File: src/hdl/adsr_pkg.sv
// Package of constants and carrier types for the serial converter readout
package adsr_pkg;
    localparam int RESULT_BITS = 12;
    localparam int IGNORE_SCK_CYCLES = 14;
    localparam int FLAG_EDGE = 2;
    localparam int LIGHT_DOWN_EDGES = 2;
    localparam int DEEP_DOWN_EDGES = 4;
    localparam int SETTLE_US = 12000;
    localparam int CLOCK_MHZ = 200;
    localparam int SETTLE_CYCLES = SETTLE_US * CLOCK_MHZ;
    localparam logic [3:0] STEP_RESET = 4'h0;

    typedef enum logic [1:0] {
        ADSR_ACTIVE,
        ADSR_LIGHT_DOWN,
        ADSR_DEEP_DOWN
    } adsr_power_type;

    // Input pin image of the three-wire port: trigger and shift clock
    typedef struct packed {
        logic trigger;
        logic shift_clock;
    } adsr_pins_type;

    typedef struct packed {
        logic data;
        logic enable;
    } adsr_out_type;
endpackage

File: src/hdl/adsr_readout.sv
// Serial conversion control and result readout of the sampling converter
// Contract
// - Trigger rise starts; ignore rises for 14 clocks
// - Only trigger rising edge matters
// - Each shift rise during a conversion advances, updates output
// - Second shift rise outputs settled flag
// - Then twelve result bits, MSB first
// - Output bit stable at next rise
// - Output high impedance from power-up
// - High impedance until first trigger rise
// - Valid bit by following shift rise
// - Two trigger rises without shift: light sleep
// - Four trigger rises: deep sleep, flag low
// - Shift rise wakes from power-down
// - Bipolar two's complement, unipolar binary
`timescale 1ns/1ps
`default_nettype none
module adsr_readout #(
    parameter int RESULT_BITS = adsr_pkg::RESULT_BITS,
    parameter int SETTLE_CYCLES = adsr_pkg::SETTLE_CYCLES
) (
    // Clock and reset
    input wire logic clock,
    input wire logic rst_b,
    // Serial port pins
    input wire adsr_pkg::adsr_pins_type pins,
    output adsr_pkg::adsr_out_type result_out,
    // Converter core
    input wire logic [RESULT_BITS-1:0] sample_code,
    input wire logic bipolar_mode,
    // Power state
    output adsr_pkg::adsr_power_type power_state
);
    logic [1:0] pin_level;
    logic [1:0] pin_rise;
    logic trig_rise;
    logic sck_rise;

    adsr_pin_sync #(
        .WIDTH(2)
    ) u_sync (
        .clock(clock),
        .rst_b(rst_b),
        .pin({pins.trigger, pins.shift_clock}),
        .level(pin_level),
        .rise(pin_rise)
    );

    assign trig_rise = pin_rise[1];
    assign sck_rise = pin_rise[0];

    typedef struct packed {
        logic busy;
        logic [4:0] step;
        logic [2:0] idle_trigs;
        adsr_pkg::adsr_power_type power;
        logic settled;
        logic [31:0] settle_count;
        logic [RESULT_BITS-1:0] word;
        logic data;
        logic enable;
    } adsr_state_type;

    adsr_state_type state;
    adsr_state_type next_state;

    localparam logic [4:0] LAST_STEP = 5'(adsr_pkg::IGNORE_SCK_CYCLES);
    localparam logic [4:0] FLAG_STEP = 5'(adsr_pkg::FLAG_EDGE);
    localparam logic [4:0] DATA_END = 5'(adsr_pkg::FLAG_EDGE + RESULT_BITS);

    always_comb begin
        next_state = state;
        if (sck_rise) begin
            next_state.idle_trigs = '0;
            if (state.power != adsr_pkg::ADSR_ACTIVE) begin
                next_state.power = adsr_pkg::ADSR_ACTIVE;
            end
        end
        // Reference recount starts only once woken from deep power-down
        if (!state.settled && state.power != adsr_pkg::ADSR_DEEP_DOWN) begin
            if (state.settle_count >= 32'(SETTLE_CYCLES - 1)) begin
                next_state.settled = 1'b1;
            end else begin
                next_state.settle_count = state.settle_count + 32'h0000_0001;
            end
        end
        if (trig_rise && !sck_rise) begin
            if (state.idle_trigs != 3'h7) begin
                next_state.idle_trigs = state.idle_trigs + 3'h1;
            end
            if (state.idle_trigs + 3'h1 >= 3'(adsr_pkg::DEEP_DOWN_EDGES)) begin
                next_state.power = adsr_pkg::ADSR_DEEP_DOWN;
                next_state.settled = 1'b0;
                next_state.settle_count = '0;
            end else if (state.idle_trigs + 3'h1 >= 3'(adsr_pkg::LIGHT_DOWN_EDGES)) begin
                next_state.power = adsr_pkg::ADSR_LIGHT_DOWN;
            end
        end
        if (trig_rise && !state.busy) begin
            next_state.busy = 1'b1;
            next_state.step = 5'(adsr_pkg::STEP_RESET);
            next_state.enable = 1'b1;
            next_state.word = bipolar_mode ? {~sample_code[RESULT_BITS-1], sample_code[RESULT_BITS-2:0]}
                : sample_code;
        end else if (sck_rise && state.busy) begin
            next_state.step = state.step + 5'h01;
            if (state.step + 5'h01 == FLAG_STEP) begin
                next_state.data = state.settled;
            end else if (state.step + 5'h01 > FLAG_STEP && state.step + 5'h01 <= DATA_END) begin
                next_state.data = state.word[RESULT_BITS-1];
                next_state.word = {state.word[RESULT_BITS-2:0], 1'b0};
            end else begin
                next_state.data = 1'b0;
            end
            if (state.step + 5'h01 >= LAST_STEP) begin
                next_state.busy = 1'b0;
            end
        end
    end

    always_ff @(posedge clock or negedge rst_b) begin
        if (!rst_b) begin
            state <= '0;
        end else begin
            state <= next_state;
        end
    end

    // Registered pin drive, stable until the next shift rise
    assign result_out.data = state.data;
    assign result_out.enable = state.enable;
    assign power_state = state.power;

    a_output_hiz_reset: assert property (@(posedge clock) disable iff (!rst_b)
        !state.enable && !trig_rise |=> !state.enable || state.busy)
        else $error("output enabled without trigger");
    a_flag_on_second: assert property (@(posedge clock) disable iff (!rst_b)
        state.busy && sck_rise && state.step == 5'h01 |=> result_out.data == $past(state.settled))
        else $error("flag bit not presented on second shift rise");
    a_step_advance: assert property (@(posedge clock) disable iff (!rst_b)
        state.busy && sck_rise && !trig_rise && state.step < 5'h0d |=> state.step == $past(state.step) + 5'h01)
        else $error("shift rise did not advance");
    a_trigger_ignored: assert property (@(posedge clock) disable iff (!rst_b)
        state.busy && trig_rise && !sck_rise |=> state.step == $past(state.step))
        else $error("trigger during conversion restarted it");
    a_wake_on_shift: assert property (@(posedge clock) disable iff (!rst_b)
        sck_rise |=> power_state == adsr_pkg::ADSR_ACTIVE)
        else $error("shift rise did not wake");
    a_deep_clears_flag: assert property (@(posedge clock) disable iff (!rst_b)
        power_state == adsr_pkg::ADSR_DEEP_DOWN |-> !state.settled)
        else $error("settled while in deep power-down");
    a_light_after_two: assert property (@(posedge clock) disable iff (!rst_b)
        trig_rise && !sck_rise && state.idle_trigs == 3'h1 |=> power_state == adsr_pkg::ADSR_LIGHT_DOWN)
        else $error("two idle triggers did not enter light power-down");
    a_msb_first: assert property (@(posedge clock) disable iff (!rst_b)
        state.busy && sck_rise && state.step == 5'h02 |=> result_out.data == $past(state.word[RESULT_BITS-1]))
        else $error("first result bit is not the msb");
    a_data_stable: assert property (@(posedge clock) disable iff (!rst_b)
        !sck_rise && !trig_rise |=> $stable(result_out.data))
        else $error("output changed without a shift rise");
endmodule
`default_nettype wire

File: src/hdl/adsr_pin_sync.sv
// Three-stage pin synchroniser with agreement of the last two stages
`timescale 1ns/1ps
`default_nettype none
module adsr_pin_sync #(
    parameter int WIDTH = 2
) (
    // Clock and reset
    input wire logic clock,
    input wire logic rst_b,
    // Pins
    input wire logic [WIDTH-1:0] pin,
    output logic [WIDTH-1:0] level,
    output logic [WIDTH-1:0] rise
);
    typedef struct packed {
        logic [WIDTH-1:0] s1;
        logic [WIDTH-1:0] s2;
        logic [WIDTH-1:0] s3;
        logic [WIDTH-1:0] lvl;
        logic [WIDTH-1:0] rise;
    } adsr_sync_state_type;

    adsr_sync_state_type state;
    adsr_sync_state_type next_state;

    always_comb begin
        next_state = state;
        next_state.s1 = pin;
        next_state.s2 = state.s1;
        next_state.s3 = state.s2;
        next_state.rise = '0;
        for (int i = 0; i < WIDTH; i++) begin
            if (state.s2[i] == state.s3[i]) begin
                next_state.lvl[i] = state.s3[i];
                next_state.rise[i] = state.s3[i] & ~state.lvl[i];
            end
        end
    end

    always_ff @(posedge clock or negedge rst_b) begin
        if (!rst_b) begin
            state <= '0;
        end else begin
            state <= next_state;
        end
    end

    assign level = state.lvl;
    assign rise = state.rise;
endmodule
`default_nettype wire

File: config.mk
export PLATFORM = sky130hd
export DESIGN_NAME = adsr_readout
export DESIGN_NICKNAME = d
export VERILOG_FILES = /design/src/hdl/adsr_pkg.sv /design/src/hdl/adsr_readout.sv /design/src/hdl/adsr_pin_sync.sv
export SDC_FILE = /design/constraint.sdc
export NUM_CORES = 1
export LEC_CHECK = 0
export BUFFER_PORTS_ARGS = -buffer_cell sky130_fd_sc_hd__buf_2
export CAP_MARGIN = 20
export CORE_MARGIN = 2
export CORE_UTILIZATION = 60
export DETAILED_ROUTE_END_ITERATION = 8
export PLACE_DENSITY = 0.79
export SLEW_MARGIN = 20
export SYNTH_ARGS = -nofsm -noshare
export SYNTH_HDL_FRONTEND = slang
export SYNTH_HIERARCHICAL = 1
export SYNTH_SLANG_ARGS = --single-unit
File: constraint.sdc
create_clock -name clock -period 3.1 [get_ports clock]
set_input_delay 0.31 -clock clock [delete_from_list [all_inputs] [get_ports clock]]
set_output_delay 0.31 -clock clock [all_outputs]
set_load 0.005 [all_outputs]
==> results.ini <==
[grt]
grt_pass1_vias=2418
grt_use_total_pct=23.2
overflow=0
grt_max_degree=44
grt_pass1_wl_um=11400
grt_antenna_before_repair=0

[hold_path]
hp-class=input port to flip-flop

[clock_network]
clockBufferDepth=2
cts_buffers=9
cts_sinks=68
cts_max_level=3
clkTransAtPathRegs_ns=0.07
clk_latency_ns=0.35
cts_tree=yes
cts_resized=0
cts-root-buf=clkbuf_8

[critical_path]
worstSetupPathType=flip-flop to flip-flop
slowest_stage=a21oi_4
crit_arrival_ns=2.71
cpPeakStageDelay_ns=0.56
endpoint_kind=flip-flop
cp_data_required_time_ns=3.33
worstPathCellList=ha_1 -> nand3_1 -> or4_4 -> a21oi_4 -> buf_4 -> or4_1 -> a21oi_2
r2r_slack_ns=0.61
path_max_fanout=29
worst_setup_path_start_kind=flip-flop

[timing]
slew_headroom_pct=44.9
period_needed_ns=2.49
hold_slack_ns=0.0664
rsz0062_at_grt=false
timing.final.ws_setup_ns=0.611
tightest_slew_ns=0.824
setup_tns_ns=0
fin_worst_skew_ns=0.00877
period_share_pct=80.3
setup_viol=0
drv_slew=0
max_freq_mhz=402
hold_viol=0

[layout]
final_nets=372
layout_common_cells=dfrtp_1 (68), nand2_1 (35)
area_growth_pct=6.81
final_common_cell=dfrtp_1
fin_cells=426
diodes=0
drive_above_1_share_pct=24.9
finalInstanceArea_um2=3770

[drt]
vias=2605
via_per_inst=6.12
drtAntennaViolNets=0
drt_first_iter_violations=251
firstDrtPassIters=4
route.detailed.drc=0
wl_um=6520
routedWlPerCell_um=15.3

[power]
ir_drop_mv=0.443
power_density_nw_per_um2=690
leakagePower_nw=1.59

[floorplanning]
dieArea_um2=6510
io_pins=21
die_w_um=80.7
rows=27
core_um2=5610
initial_core_util_pct=62.9
die_h_um=80.7

[synthesis]
syn-cell-area_um2=3530
syn_inst=340
synth_fp_nets=363
syn-mean-instance-area_um2=10.4
synth_warnings=6

[placement]
dpl_cell_area_um2=3570
dp_hpwl_um=4350
io_buffers=20
pre_cts_slack_ns=0.669
dp.cells=409
gp_congestion=0.853

[outcome]
status=finished, final reports clean

[run]
max-cap-violations=0

-- final cells by class --
type / count / area (µm²)
Clock buffer: 10 / 138
Clock inverter: 6 / 47.5
Fill cell: 450 / 1840
Inverter: 4 / 15.0
Multi-Input combinational cell: 240 / 1630
Sequential cell: 68 / 1700
Tap cell: 72 / 90.1
Timing Repair Buffer: 26 / 148
-- metrics by stage --
| stage | total power [mW] | utilization, % |
|---|---|---|
| 2_1_floorplan | 1.77 | - |
| 3_3_place_gp | 1.89 | 63.7 |
| 3_5_place_dp | 1.94 | 63.7 |
| 4_1_cts | 2.62 | 67.1 |
| 5_1_grt | 2.78 | 67.2 |
| 6_report | 2.60 | 67.2 |
-- where the power goes --
group | switching [mW] | internal, mW
Sequential | 0.184 | 1.07
Combinational | 0.356 | 0.301
Clock | 0.366 | 0.317
-- sequential cells by signal, summed over array words and instances, names as in the netlist --
signal,flops
power_state,2
result_out,2
state,54
u_sync/level,2
u_sync/next_state,4
u_sync/rise,2
u_sync/state,2
-- path summary, 6_finish.rpt --
| check | cells after the start | startpoint | end |
|---|---|---|---|
| max | 7 | state[14] | state[21] |
| min | 1 | pins[0] | u_sync/next_state[6] |
| max reg2reg | 7 | state[14] | state[21] |
| min reg2reg | 0 | u_sync/next_state[6] | u_sync/next_state[4] |
| max in group asynchronous | 3 | rst_b | state[38] |
| min in group asynchronous | 3 | rst_b | state[50] |
-- timing repair --
action | CTS | global route
hold buffers | 1 | 0
setup endpoints to repair | 0 | 0
setup buffers | 0 | 0
endpoints found under the hold margin | 30 | 0
-- critical path, delay by kind of cell (launching register included) --
kind,cells,cell delay [ns]
AOI/OAI and AO/OA,2,0.62
and+or+nand+nor,3,0.70
buffers and inverters,1,0.31
DFF,1,0.39
adders and majority gates,1,0.34
-- layer usage --
metal,global-route usage [%],vias up,routed length [µm]
met5,0,-,0
met4,9.32,0,95
met3,6.40,7,302
met2,33.1,65,2980
met1,33.4,1249,3140
li1,-,1284,-
Power figures use the tool's default switching activity.
